### src/sgp_pkg.sv
// Purpose: constants and carrier types for the switch gpio port
// Assumes: 25 MHz core clock, eleven pins
// Notes:   register select codes address the upstream config space window
package sgp_pkg;

   localparam int NUM_PINS        = 11;
   localparam int CLK_PERIOD_NS   = 40;
   localparam int SAMPLE_MIN_NS   = 128;
   // least interval, so round up to whole cycles
   localparam int SAMPLE_CYCLES   =
      (SAMPLE_MIN_NS + CLK_PERIOD_NS - 1) / CLK_PERIOD_NS;
   localparam int SAMPLE_CNT_W    = $clog2(SAMPLE_CYCLES);

   localparam logic [1:0] REG_FUNC_SEL = 2'h0;
   localparam logic [1:0] REG_DIR      = 2'h1;
   localparam logic [1:0] REG_DATA     = 2'h2;

   localparam logic [10:0] FUNC_RESET  = 11'h000;
   localparam logic [10:0] DIR_RESET   = 11'h000;
   localparam logic [10:0] DATA_RESET  = 11'h000;

   // pins whose alternate function drives the pin
   localparam logic [10:0] ALT_OUT_MASK = 11'h783;

   localparam int PIN_DS2_RST  = 0;
   localparam int PIN_DS4_RST  = 1;
   localparam int PIN_IRQ0     = 2;
   localparam int PIN_EVENT    = 7;
   localparam int PIN_DS1_RST  = 8;
   localparam int PIN_DS3_RST  = 9;
   localparam int PIN_DS5_RST  = 10;
   localparam int NUM_IRQ      = 4;

   typedef struct packed {
      logic        wr;
      logic        rd;
      logic [1:0]  sel;
      logic [10:0] wdata;
   } sgp_cfg_req_t;

   typedef struct packed {
      logic downstream1_reset_out_n;
      logic downstream2_reset_out_n;
      logic downstream3_reset_out_n;
      logic downstream4_reset_out_n;
      logic downstream5_reset_out_n;
      logic event_out_n;
   } sgp_alt_drive_t;

endpackage

### src/sgp_port.sv
// Purpose: eleven-pin general purpose port with shared alternate functions
// Assumes: pins arrive unsynchronised; config access is one request a cycle
// Notes:   read data appears one cycle after the read strobe
`timescale 1ns/10ps

module sgp_port
#(
   parameter int PINS = sgp_pkg::NUM_PINS
)
(
   input  wire logic                    core_clk,
   input  wire logic                    rstn,
   input  wire sgp_pkg::sgp_cfg_req_t   cfg_req,
   output logic [PINS-1:0]              cfg_rdata,
   output logic                         cfg_rvalid,
   input  wire sgp_pkg::sgp_alt_drive_t alt_drive,
   output logic [sgp_pkg::NUM_IRQ-1:0]  expander_irq_n,
   input  wire logic [PINS-1:0]         pin_in,
   output logic [PINS-1:0]              pin_out,
   output logic [PINS-1:0]              pin_oe
);

   // the pin map is fixed by the package, so no other width can be served
   if (PINS != sgp_pkg::NUM_PINS)
   begin : g_bad_pins
      $error("sgp_port: PINS must equal the fixed pin count");
   end

   localparam int CW = (sgp_pkg::SAMPLE_CNT_W < 1) ? 1
                                                   : sgp_pkg::SAMPLE_CNT_W;
   localparam logic [CW-1:0] SAMPLE_LAST =
      CW'(sgp_pkg::SAMPLE_CYCLES - 1);

   logic [PINS-1:0] func_reg;
   logic [PINS-1:0] dir_reg;
   logic [PINS-1:0] out_val_reg;
   logic [PINS-1:0] sync1_reg;
   logic [PINS-1:0] sync2_reg;
   logic [PINS-1:0] level_reg;
   logic [CW-1:0]   samp_cnt_reg;
   logic [PINS-1:0] rdata_reg;
   logic            rvalid_reg;
   logic [PINS-1:0] pin_out_reg;
   logic [PINS-1:0] pin_oe_reg;
   logic [sgp_pkg::NUM_IRQ-1:0] irq_reg;

   logic [PINS-1:0] func_next;
   logic [PINS-1:0] dir_next;
   logic [PINS-1:0] out_val_next;
   logic [PINS-1:0] level_next;
   logic [CW-1:0]   samp_cnt_next;
   logic [PINS-1:0] rdata_next;
   logic [PINS-1:0] pin_out_next;
   logic [PINS-1:0] pin_oe_next;
   logic [sgp_pkg::NUM_IRQ-1:0] irq_next;

   wire             wr_func;
   wire             wr_dir;
   wire             wr_data;
   wire             samp_tick;
   wire [PINS-1:0]  alt_val;
   wire [PINS-1:0]  irq_field;

   // register decode in the upstream port config space
   assign wr_func  = cfg_req.wr && (cfg_req.sel == sgp_pkg::REG_FUNC_SEL);
   assign wr_dir   = cfg_req.wr && (cfg_req.sel == sgp_pkg::REG_DIR);
   assign wr_data  = cfg_req.wr && (cfg_req.sel == sgp_pkg::REG_DATA);

   assign func_next    = wr_func ? cfg_req.wdata : func_reg;
   assign dir_next     = wr_dir  ? cfg_req.wdata : dir_reg;
   // stored for every pin; only output-mode pins put it on the wire
   assign out_val_next = wr_data ? cfg_req.wdata : out_val_reg;

   assign rdata_next =
      (cfg_req.sel == sgp_pkg::REG_FUNC_SEL) ? func_reg  :
      (cfg_req.sel == sgp_pkg::REG_DIR)      ? dir_reg   :
      (cfg_req.sel == sgp_pkg::REG_DATA)     ? level_reg :
                                               '0;

   // sample clock: one capture every SAMPLE_CYCLES edges keeps the
   // interval at or above the minimum
   assign samp_tick     = (samp_cnt_reg == SAMPLE_LAST);
   assign samp_cnt_next = samp_tick ? '0 : samp_cnt_reg + CW'(1);
   // all pins are captured so a read shows the true level in any mode
   assign level_next    = samp_tick ? sync2_reg : level_reg;

   // alternate outputs gathered into pin order; non-driving pins idle high
   assign alt_val = {
      alt_drive.downstream5_reset_out_n,     // pin 10
      alt_drive.downstream3_reset_out_n,     // pin 9
      alt_drive.downstream1_reset_out_n,     // pin 8
      alt_drive.event_out_n,                 // pin 7
      1'b1,                                  // pin 6 has no alternate
      4'hf,                                  // pins 2..5 are inputs
      alt_drive.downstream4_reset_out_n,     // pin 1
      alt_drive.downstream2_reset_out_n      // pin 0
   };

   // func 1 selects alternate regardless of direction
   assign pin_oe_next  = (func_reg & sgp_pkg::ALT_OUT_MASK)
                       | (~func_reg & dir_reg);
   assign pin_out_next = (func_reg & alt_val)
                       | (~func_reg & out_val_reg);

   // interrupts come from the sampled level; forced inactive (high)
   // while the pin serves general purpose use
   assign irq_field = level_reg | ~func_reg;
   assign irq_next  =
      irq_field[sgp_pkg::PIN_IRQ0 +: sgp_pkg::NUM_IRQ];

   // synchroniser: sync1 feeds only sync2
   always_ff @(posedge core_clk)
   begin
      sync1_reg <= pin_in;
      sync2_reg <= sync1_reg;
   end

   always_ff @(posedge core_clk)
   begin
      if (!rstn)
      begin
         func_reg     <= sgp_pkg::FUNC_RESET;
         dir_reg      <= sgp_pkg::DIR_RESET;
         out_val_reg  <= sgp_pkg::DATA_RESET;
         level_reg    <= '0;
         samp_cnt_reg <= '0;
      end
      else
      begin
         func_reg     <= func_next;
         dir_reg      <= dir_next;
         out_val_reg  <= out_val_next;
         level_reg    <= level_next;
         samp_cnt_reg <= samp_cnt_next;
      end
   end

   always_ff @(posedge core_clk)
   begin
      if (!rstn)
      begin
         rdata_reg   <= '0;
         rvalid_reg  <= 1'b0;
         pin_out_reg <= '0;
         pin_oe_reg  <= '0;
         irq_reg     <= '1;
      end
      else
      begin
         rdata_reg   <= cfg_req.rd ? rdata_next : '0;
         rvalid_reg  <= cfg_req.rd;
         pin_out_reg <= pin_out_next;
         pin_oe_reg  <= pin_oe_next;
         irq_reg     <= irq_next;
      end
   end

   assign cfg_rdata      = rdata_reg;
   assign cfg_rvalid     = rvalid_reg;
   assign pin_out        = pin_out_reg;
   assign pin_oe         = pin_oe_reg;
   assign expander_irq_n = irq_reg;

endmodule

### config.mk
export PLATFORM = sky130hd
export DESIGN_NAME = sgp_port
export DESIGN_NICKNAME = d
export VERILOG_FILES = /design/src/sgp_pkg.sv /design/src/sgp_port.sv
export SDC_FILE = /design/constraint.sdc
export NUM_CORES = 1
export LEC_CHECK = 0
export BUFFER_PORTS_ARGS = -buffer_cell sky130_fd_sc_hd__buf_2
export CAP_MARGIN = 25
export CORE_ASPECT_RATIO = 1.2
export CORE_MARGIN = 2
export CORE_UTILIZATION = 45
export CTS_CLUSTER_SIZE = 12
export DETAILED_ROUTE_END_ITERATION = 10
export PLACE_DENSITY = 0.71
export SLEW_MARGIN = 25
export SYNTH_ARGS = -nofsm -noshare
export SYNTH_HDL_FRONTEND = slang
export SYNTH_SLANG_ARGS = --single-unit
### constraint.sdc
create_clock -name core_clk -period 3.7 [get_ports core_clk]
set_clock_uncertainty 0.2 [all_clocks]
set_input_delay 0.74 -clock core_clk [delete_from_list [all_inputs] [get_ports core_clk]]
set_output_delay 0.74 -clock core_clk [all_outputs]
set_load 0.03 [all_outputs]
==> flow_summary_export.csv, run 1 <==
group,metric,value,unit
critical_path,cp-start-kind,"primary input",
cells_and_area,diodes,0,
synth,synth_largest_area_cell,"dfxtp_1",
pwr,p_leak,1.85,nW
synth,netlist_area,3410,sq um
cells_and_area,mostFrequentLayoutCells,"106 x dfxtp_1, 71 x buf_2, 61 x mux2i_1, 44 x nand2_1, 17 x nor2b_1",
placed_design,routabilityCongestion,0.753,
grt,grt-ovfl-total,0,
die,coreArea,7270,sq um
timing,tightest_slew,0.887,ns
synth,avgSynthCellArea,11.9,sq um
synth,async_flop_share,0,
cells_and_area,final_util,0.550,
critical_path,rr_endpoint,"level_reg[0]",
clocking,cts.sinks,106,
synth,synth_edf_count,0,
run_status,outcome,"complete, no violations",
cells_and_area,drive_above_1_share,0.242,
min_path,hp-class,"reg2reg",
synth,synth.area.top_cells,"dfxtp_1 62%, mux2i_1 18%, nand2_1 4.8%",
placed_design,dp_hpwl,4060,microns
die,die-height,99.3,microns
critical_path,worstPathArrival,2.09,ns
min_path,min_to,"sync2_reg[2]",
clocking,h-tree-depth,3,
clocking,path_clk_slew,0.09,ns
route,totalWireLength,5990,microns
grt,grt_pass1_vias,2114,
synth,synth_seq_cells,106,
synth,synthCells,286,
timing,slew_headroom,0.407,
cells_and_area,layout_commonest_cell,"dfxtp_1",
timing,finalHoldViolCount,0,
pwr,powerDensity,511,nW/um^2
clocking,cts_made_buffers,9,
route,vias_per_cell,4.89,
route,dr.pass1.iters,4,
synth,synth_fp_nets,321,
pwr,ir_worst_vdd,296,uV
route,vias,2183,
critical_path,r2r-start,"samp_cnt_reg[0]",
grt,grt_pass1_wl,9800,microns
route,wire_per_inst,13.4,microns
clocking,cts_setup_buffers,0,
pwr,power,0.00204,W
timing,max_freq,498,MHz
route,antenna_left,0,
route,drc,0,
cells_and_area,final_nets,386,
grt,grt_max_degree,47,
clocking,cts_tree,"yes",
clocking,ctsHoldBuffers,0,
synth,ys_seq_area_frac,0.623,
cells_and_area,area_growth,17.5,%
timing,timing.hold.ws,0.129,ns
critical_path,endpoint_kind,"flop",
critical_path,ff2ff_path_depth,3,
cells_and_area,stdcell_count,446,
die,initial_utilization,0.468,
placed_design,dpl.cell_count,430,
die,die_width,83.4,microns
route,drtIter0Drc,66,
synth,synth_cell_types,18,
die,die_area,8280,sq um
timing,fin_setup_tns,0,ns
timing,slew_violations,0,
die,rows,34,
timing,rsz0062_at_grt,"false",
clocking,cts_root_buf,"clkbuf_8",
placed_design,port_buffers,71,
timing,fin_crit_sh,0.543,
critical_path,criticalPathCategory,"in2reg",
timing,finalSetupViolCount,0,
synth,synth_ff_type,"dfxtp_1",
synth,synth_top_area_frac,0.623,
critical_path,path_max_fanout,15,
clocking,cts_resized,0,
min_path,min_from,"sync1_reg[2]",
die,pin_count,72,
min_path,hold_depth,0,
grt,grt_use_total,0.152,
critical_path,rrSetupSlack,2.07,ns
timing,period_needed,2.01,ns
critical_path,cp.required,3.78,ns
clocking,cts_buffer_depth,2,
synth,yosysWarnings,0,
flow_run,maxCapViolations,0,
grt,antenna_found_initial,0,
clocking,clock_latency,0.36,ns
==> stage by stage <==
stage,cell area (sq um),setup slack [ns]
global route,4000,1.59
floorplan,3410,1.82
detailed placement,3800,1.29
finish,4000,1.69
global placement,3800,1.36
CTS,4000,1.68
==> area by class of cell <==
cell class	instances	area (sq um)
tap	90	113
fill	665	3270
multi-input combinational	162	1210
clock inverter	4	51.3
clock buffer	12	145
sequential	106	2120
timing repair buffer	72	363
==> worst max-delay path, stage by stage <==
cell	delay (ns)
buf_2	0.23
nand3b_1	0.75
mux2i_1	0.36
==> power by group <==
part           internal [W]  total [W]  switching, W  leakage (nW)
sequential          0.00118    0.00120     0.0000196         0.868
combinational     0.0000579   0.000135     0.0000773         0.884
clock              0.000332   0.000706      0.000374        0.0966
==> per-layer routing <==
layer | up-vias | track usage | routed length (microns)
met1 | 1015 | 0.198 | 2840
met3 | 12 | 0.0415 | 318
li1 | 1101 | - | -
met5 | - | 0 | 0
met2 | 55 | 0.231 | 2680
met4 | 0 | 0.0881 | 152
==> worst max-delay path by stage <==
| stage | end | slack (ns) | from | depth (start not counted) |
|---|---|---|---|---|
| CTS | out_val_reg[1] | 1.68 | cfg_req[11] | 3 |
| global placement | out_val_reg[7] | 1.36 | cfg_req[11] | 3 |
| finish | out_val_reg[1] | 1.69 | cfg_req[11] | 3 |
| floorplan | func_reg[0] | 1.82 | cfg_req[11] | 4 |
| detailed placement | out_val_reg[1] | 1.29 | cfg_req[11] | 3 |
| global route | cfg_rdata[5] | 1.59 | rstn | 3 |
==> synthesized netlist by cell type, drive strengths merged, types with 5 or more instances <==
master and count:
dfxtp 106, mux2i 61, nand2 44, nor2b 17, o21a 11, o2bb2ai 11
buf 9, clkbuf 9, nand3b 7, and3b 5
==> cells by family (layout without fill, tap and decap cells) <==
logic type / Yosys count / after routing / share of synthesized area
DFF: 106 / 106 / 0.623
muxes: 61 / 61 / 0.179
buffers and inverters: 18 / 88 / 0.0228
and+or+nand+nor: 78 / 78 / 0.119
AOI/OAI and AO/OA: 22 / 22 / 0.0525
adders and majority gates: 1 / 1 / 0.00367
No activity file was read; power rests on OpenSTA's default activity.
==> inputs of run 2 (changes only) <==
==> constraint.sdc (replaced) <==
create_clock -name core_clk -period 1.95 [get_ports core_clk]
set_clock_uncertainty 0.2 [all_clocks]
set_input_delay 0.39 -clock core_clk [delete_from_list [all_inputs] [get_ports core_clk]]
set_output_delay 0.39 -clock core_clk [all_outputs]
set_load 0.03 [all_outputs]
==> run 2 against run 1 <==
Net effect:
- combinational power grew 110%
- die area is the same
- sequential share of layout area shrank 3.2 points
- first-iteration DRC count grew 39%
- via count grew 2.5%
- critical path depth grew 1
- highest routed layer unchanged
- clock power grew to 2.6 times the previous value
==> flow_summary_export.csv, run 2 (synthesized netlist as in run 1, its figures left out) <==
group,metric,value,unit
grt,grt_max_degree,71,
critical_path,criticalPathCategory,"reg2reg",
cells_and_area,stdcell_count,462,
route,vias_per_cell,4.84,
timing,slew_headroom,0.654,
pwr,clkPwrFrac,0.416,
route,antenna_left,0,
die,die_area,8280,sq um
route,drtIter0Drc,92,
pwr,switching_share,0.201,
cells_and_area,layout_commonest_cell,"dfxtp_1",
die,coreArea,7270,sq um
cells_and_area,final_cell_area,4260,sq um
critical_path,cp-start-kind,"flop",
route,dr.pass1.iters,4,
cells_and_area,fillers,614,
clocking,path_clk_slew,0.09,ns
pwr,combPwrFrac,0.065,
die,rows,34,
run_status,outcome,"complete, no violations",
critical_path,worstPathArrival,1.61,ns
min_path,min_from,"cfg_req[13]",
cells_and_area,drive_above_1_share,0.250,
clocking,clock_latency,0.36,ns
pwr,powerDensity,1030,nW/um^2
pwr,switchingPower,0.000885,W
timing,period_needed,1.55,ns
die,initial_utilization,0.468,
clocking,h-tree-depth,3,
timing,finalHoldViolCount,0,
critical_path,r2r-start,"samp_cnt_reg[0]",
placed_design,dpl.cell_count,436,
clocking,cts_made_buffers,9,
timing,tightest_slew,0.518,ns
timing,setup_slack,0.400,ns
route,vias,2237,
timing,fin_crit_sh,0.795,
pwr,internal_power,0.00352,W
pwr,ir_worst_vdd,474,uV
die,die_width,83.4,microns
placed_design,port_buffers,71,
cells_and_area,register_area,2120,sq um
flow_run,maxCapViolations,0,
clocking,cts_tree,"yes",
placed_design,routabilityCongestion,0.773,
clocking,cts_root_buf,"clkbuf_8",
clocking,cts_buffer_depth,2,
grt,grt_pass1_wl,10900,microns
grt,antenna_found_initial,0,
timing,max_freq,645,MHz
grt,grt_use_total,0.168,
timing,fin_setup_tns,0,ns
route,drc,0,
critical_path,endpoint_kind,"flop",
cells_and_area,area_growth,25.1,%
route,wire_per_inst,13.6,microns
die,die-height,99.3,microns
timing,finalSetupViolCount,0,
timing,rsz0062_at_grt,"false",
pwr,seqPwrFrac,0.518,
cells_and_area,diodes,0,
critical_path,cp.required,2.01,ns
placed_design,dp_worst_setup_slack,0.320,ns
cells_and_area,mostFrequentLayoutCells,"106 x dfxtp_1, 71 x buf_2, 61 x mux2i_1, 44 x nand2_1, 17 x nor2b_1",
clocking,cts.sinks,106,
critical_path,crit_start,"samp_cnt_reg[0]",
placed_design,dp_hpwl,3990,microns
timing,slew_violations,0,
pwr,power,0.00440,W
grt,grt-ovfl-total,0,
placed_design,placed_cell_area,3860,sq um
cells_and_area,final_nets,403,
critical_path,path_max_fanout,8,
route,totalWireLength,6290,microns
grt,grt_pass1_vias,2330,
cells_and_area,multi_input_area,1210,sq um
pwr,p_leak,1.97,nW
die,pin_count,72,
min_path,hp-class,"in2reg",
run 2: changes by cell type in the layout (fill, tap and decap cells not counted), sizes merged:
cell,delta
clkinvlp,-1
dlygate4sd3,+11
bufinv,+4
buf,+6
clkbuf,-2
clkinv,-2
run 2: critical path: stages (launching register included):
cell and delay (ns):
dfxtp_1 0.34, ha_1 0.38, buf_4 0.27, mux2i_1 0.20, nor2b_1 0.06
run 2: path summary, 6_finish.rpt:
| kind | cells after the start | to | slack [ns] |
|---|---|---|---|
| min | 2 | cfg_rvalid | 0.07 |
| min reg2reg | 0 | sync2_reg[7] | 0.13 |
| max reg2reg | 4 | level_reg[10] | 0.40 |
| max | 4 | level_reg[10] | 0.40 |
run 2: cell type report:
class,count,area share
clock buffer,10,0.0323
clock inverter,5,0.0353
multi-input combinational,162,0.283
sequential,106,0.498
tap,90,0.0264
timing repair buffer,89,0.125
run 2: per-stage QoR:
stage | hold slack (ns) | utilization
finish | 0.0721 | 0.585
global route | 0.0585 | 0.585
CTS | 0.0515 | 0.585
detailed placement | 0.112 | 0.531
global placement | 0.112 | 0.531
floorplan | 0.110 | -
run 2: layer usage:
metal  up-vias  track usage  part of all wire
met2        50        0.272              0.49
met4         0       0.0980             0.018
li1       1125            -                 -
met3         7       0.0440             0.039
met1      1055        0.202              0.46
met5         -            0                 0
run 2: power groups by stage:
stage                     Clock [W]  Sequential, W  Combinational (W)
final                       0.00183        0.00228           0.000287
after detailed placement          0        0.00233           0.000271
after global placement            0        0.00233           0.000266
after floorplan                   0        0.00236           0.000143
after CTS                   0.00188        0.00228           0.000290
after global routing        0.00196        0.00229           0.000315
run 2: what timing repair did:
action / CTS / global route
hold buffers: 11 / 0
hold endpoints to repair: 11 / 0
setup buffers: 0 / 0
gates resized for setup: 0 / 0
==> inputs of run 3 (changes only) <==
--- a/config.mk
+++ b/config.mk
@@ -5,6 +5,7 @@
 export SDC_FILE = /design/constraint.sdc
 export NUM_CORES = 1
 export LEC_CHECK = 0
+export ABC_AREA = 1
 export BUFFER_PORTS_ARGS = -buffer_cell sky130_fd_sc_hd__buf_2
 export CAP_MARGIN = 25
 export CORE_ASPECT_RATIO = 1.2
@@ -12,7 +13,7 @@
 export CORE_UTILIZATION = 45
 export CTS_CLUSTER_SIZE = 12
 export DETAILED_ROUTE_END_ITERATION = 10
-export PLACE_DENSITY = 0.71
+export PLACE_DENSITY = 0.73
 export SLEW_MARGIN = 25
 export SYNTH_ARGS = -nofsm -noshare
 export SYNTH_HDL_FRONTEND = slang
==> constraint.sdc (replaced) <==
create_clock -name core_clk -period 1.35 [get_ports core_clk]
set_clock_uncertainty 0.2 [all_clocks]
set_input_delay 0.27 -clock core_clk [delete_from_list [all_inputs] [get_ports core_clk]]
set_output_delay 0.27 -clock core_clk [all_outputs]
set_load 0.03 [all_outputs]
==> run 3 against run 2 <==
Net effect:
- sequential power is 47% higher
- critical endpoint is now pin_oe[7]
- largest power group unchanged
- count of clock-buffer cells in the layout is 1 higher
- synthesized cell count is 52% higher
- first-iteration DRC count is 140% higher
- register-to-register slack worse by 0.29 ns
==> flow_summary_export.csv, run 3 <==
group,metric,value,unit
timing,fin_setup_tns,0,ns
timing,slew_violations,0,
cells_and_area,stdcell_count,644,
synth,synthTopCellsByCount,"106 x dfxtp_1, 80 x nor2_1, 67 x nand2_1",
die,rows,35,
synth,yosysWarnings,0,
pwr,ir_worst_vdd,898,uV
flow_run,maxCapViolations,0,
cells_and_area,area_growth,34.4,%
run_status,outcome,"complete, no violations",
synth,async_flop_share,0,
grt,grt-ovfl-total,0,
critical_path,max_stage_delay,0.32,ns
placed_design,dpl.cell_count,600,
grt,antenna_found_initial,0,
synth,ys_seq_area_frac,0.598,
die,die_width,85.0,microns
timing,finalSetupViolCount,0,
die,pin_count,72,
route,antenna_left,0,
synth,synthCells,435,
critical_path,endpoint_kind,"primary output",
timing,finalHoldViolCount,0,
min_path,hp-class,"in2reg",
synth,synth_cell_types,18,
placed_design,dp_hpwl,5340,microns
placed_design,port_buffers,71,
cells_and_area,diodes,0,
critical_path,path_max_fanout,1,
cells_and_area,layout_commonest_cell,"dfxtp_1",
critical_path,worstPathArrival,0.86,ns
route,dr.pass1.iters,5,
clocking,cts_buffer_depth,2,
critical_path,crit_family,"flip-flops",
synth,synth_largest_area_cell,"dfxtp_1",
cells_and_area,final_nets,582,
cells_and_area,mostFrequentLayoutCells,"103 x dfxtp_1, 80 x nor2_1, 67 x nand2_1, 51 x buf_4, 50 x nand3_1",
synth,synth_fp_nets,470,
critical_path,crit_chain,"clkbuf_4",
clocking,cts_made_buffers,9,
die,initial_utilization,0.463,
die,coreArea,7660,sq um
clocking,cts.sinks,106,
synth,synth_top_area_frac,0.598,
critical_path,cp-start-kind,"flop",
synth,netlist_area,3550,sq um
synth,synth_ff_type,"dfxtp_1",
synth,avgSynthCellArea,8.15,sq um
critical_path,criticalPathCategory,"reg2out",
clocking,cts_tree,"yes",
synth,synth_seq_cells,106,
timing,fin_crit_sh,0.982,
route,vias_per_cell,4.87,
pwr,p_leak,2.28,nW
clocking,clock_latency,0.37,ns
synth,yosysMostFrequentCell,"dfxtp_1",
grt,grt_pass1_wl,12700,microns
die,die-height,101,microns
critical_path,path_buf_inv,1,
route,vias,3139,
route,wire_per_inst,12.3,microns
grt,grt_use_total,0.187,
timing,tightest_slew,0.275,ns
grt,grt_pass1_vias,2807,
timing,slew_headroom,0.816,
route,drtIter0Drc,225,
die,die_area,8610,sq um
critical_path,cp_slowest_cell,"dfxtp_1",
route,drc,0,
clocking,h-tree-depth,3,
route,totalWireLength,7900,microns
critical_path,cp.required,0.88,ns
grt,grt_max_degree,24,
pwr,powerDensity,1280,nW/um^2
synth,synth_edf_count,0,
cells_and_area,drive_above_1_share,0.216,
timing,period_needed,1.33,ns
synth,synth.area.top_cells,"dfxtp_1 60%, nor2_1 8.5%, nand2_1 7.1%",
timing,max_freq,755,MHz
placed_design,routabilityCongestion,0.799,
clocking,cts_root_buf,"clkbuf_8",
clocking,path_clk_slew,0.09,ns
run 3: cell count changes after synthesis, sizes merged, moves of 7 or more:
cell / before / now
buf: 9 / 22
nand4: 0 / 11
nand3b: 7 / 0
nand2: 44 / 67
a21oi: 0 / 21
o21a: 11 / 0
mux2i: 61 / 0
inv: 0 / 48
nand3: 0 / 50
o2bb2ai: 11 / 0
nor2b: 17 / 0
nor2: 1 / 81
o21ai: 0 / 17
run 3: layout make-up:
| class | count | area (sq um) |
|---|---|---|
| Clock buffer | 11 | 141 |
| Fill cell | 655 | 2900 |
| Sequential cell | 106 | 2130 |
| Inverter | 48 | 180 |
| Multi-Input combinational cell | 256 | 1120 |
| Clock inverter | 5 | 77.6 |
| Timing Repair Buffer | 126 | 1000 |
| Tap cell | 92 | 115 |
run 3: repair_timing:
| item | CTS | global route |
|---|---|---|
| hold buffers | 28 | 0 |
| setup buffers | 0 | 0 |
| endpoints found under the setup margin | 10 | 36 |
| endpoints found under the hold margin | 38 | 0 |
| gates resized for setup | 10 | 66 |
run 3: where the power goes:
part	internal, W	switching, W	leakage [nW]
Clock	0.00109	0.00100	0.109
Combinational	0.000293	0.000370	1.31
Sequential	0.00328	0.0000719	0.870
run 3: cells by family after synthesis:
kind of cell             synth area share
buffers and inverters              0.0847
AO/OA/AOI/OAI                      0.0536
adder cells (fa/ha/maj)           0.00353
AND/OR/NAND/NOR                     0.260
flip-flops                          0.598
run 3: worst reg2reg max path: cells and delay by family, from the launching register on:
family	cells	cell delay, ns
AOI/OAI and AO/OA	2	0.23
DFF	1	0.34
adders and majority gates	1	0.16
buffers and inverters	2	0.22
run 3: worst paths after layout:
check	from	to	slack [ns]	depth (start not counted)
max	pin_oe[7]	pin_oe[7]	0.02	1
min	rstn	samp_cnt_reg[1]	0.02	2
max reg2reg	samp_cnt_reg[0]	level_reg[5]	0.11	5
min reg2reg	sync1_reg[7]	sync2_reg[7]	0.13	0
run 3: metrics by stage:
stage               instance area, sq um  setup WS (ns)  hold slack, ns  power, W  utilization
floorplan                           3550         0.0737          0.0977   0.00375            -
CTS                                 4660       0.000141          0.0146   0.00612        0.608
finish                              4760         0.0250          0.0176   0.00610        0.622
global route                        4760        -0.0125          0.0227   0.00636        0.622
global placement                    4140         0.0814           0.111   0.00397        0.540
detailed placement                  4140         0.0140           0.112   0.00399        0.540
run 3: routing by layer:
layer / track usage / share of wire
met5: 0 / 0
met4: 0.0720 / 0.014
met3: 0.0448 / 0.071
met2: 0.311 / 0.47
met1: 0.237 / 0.45
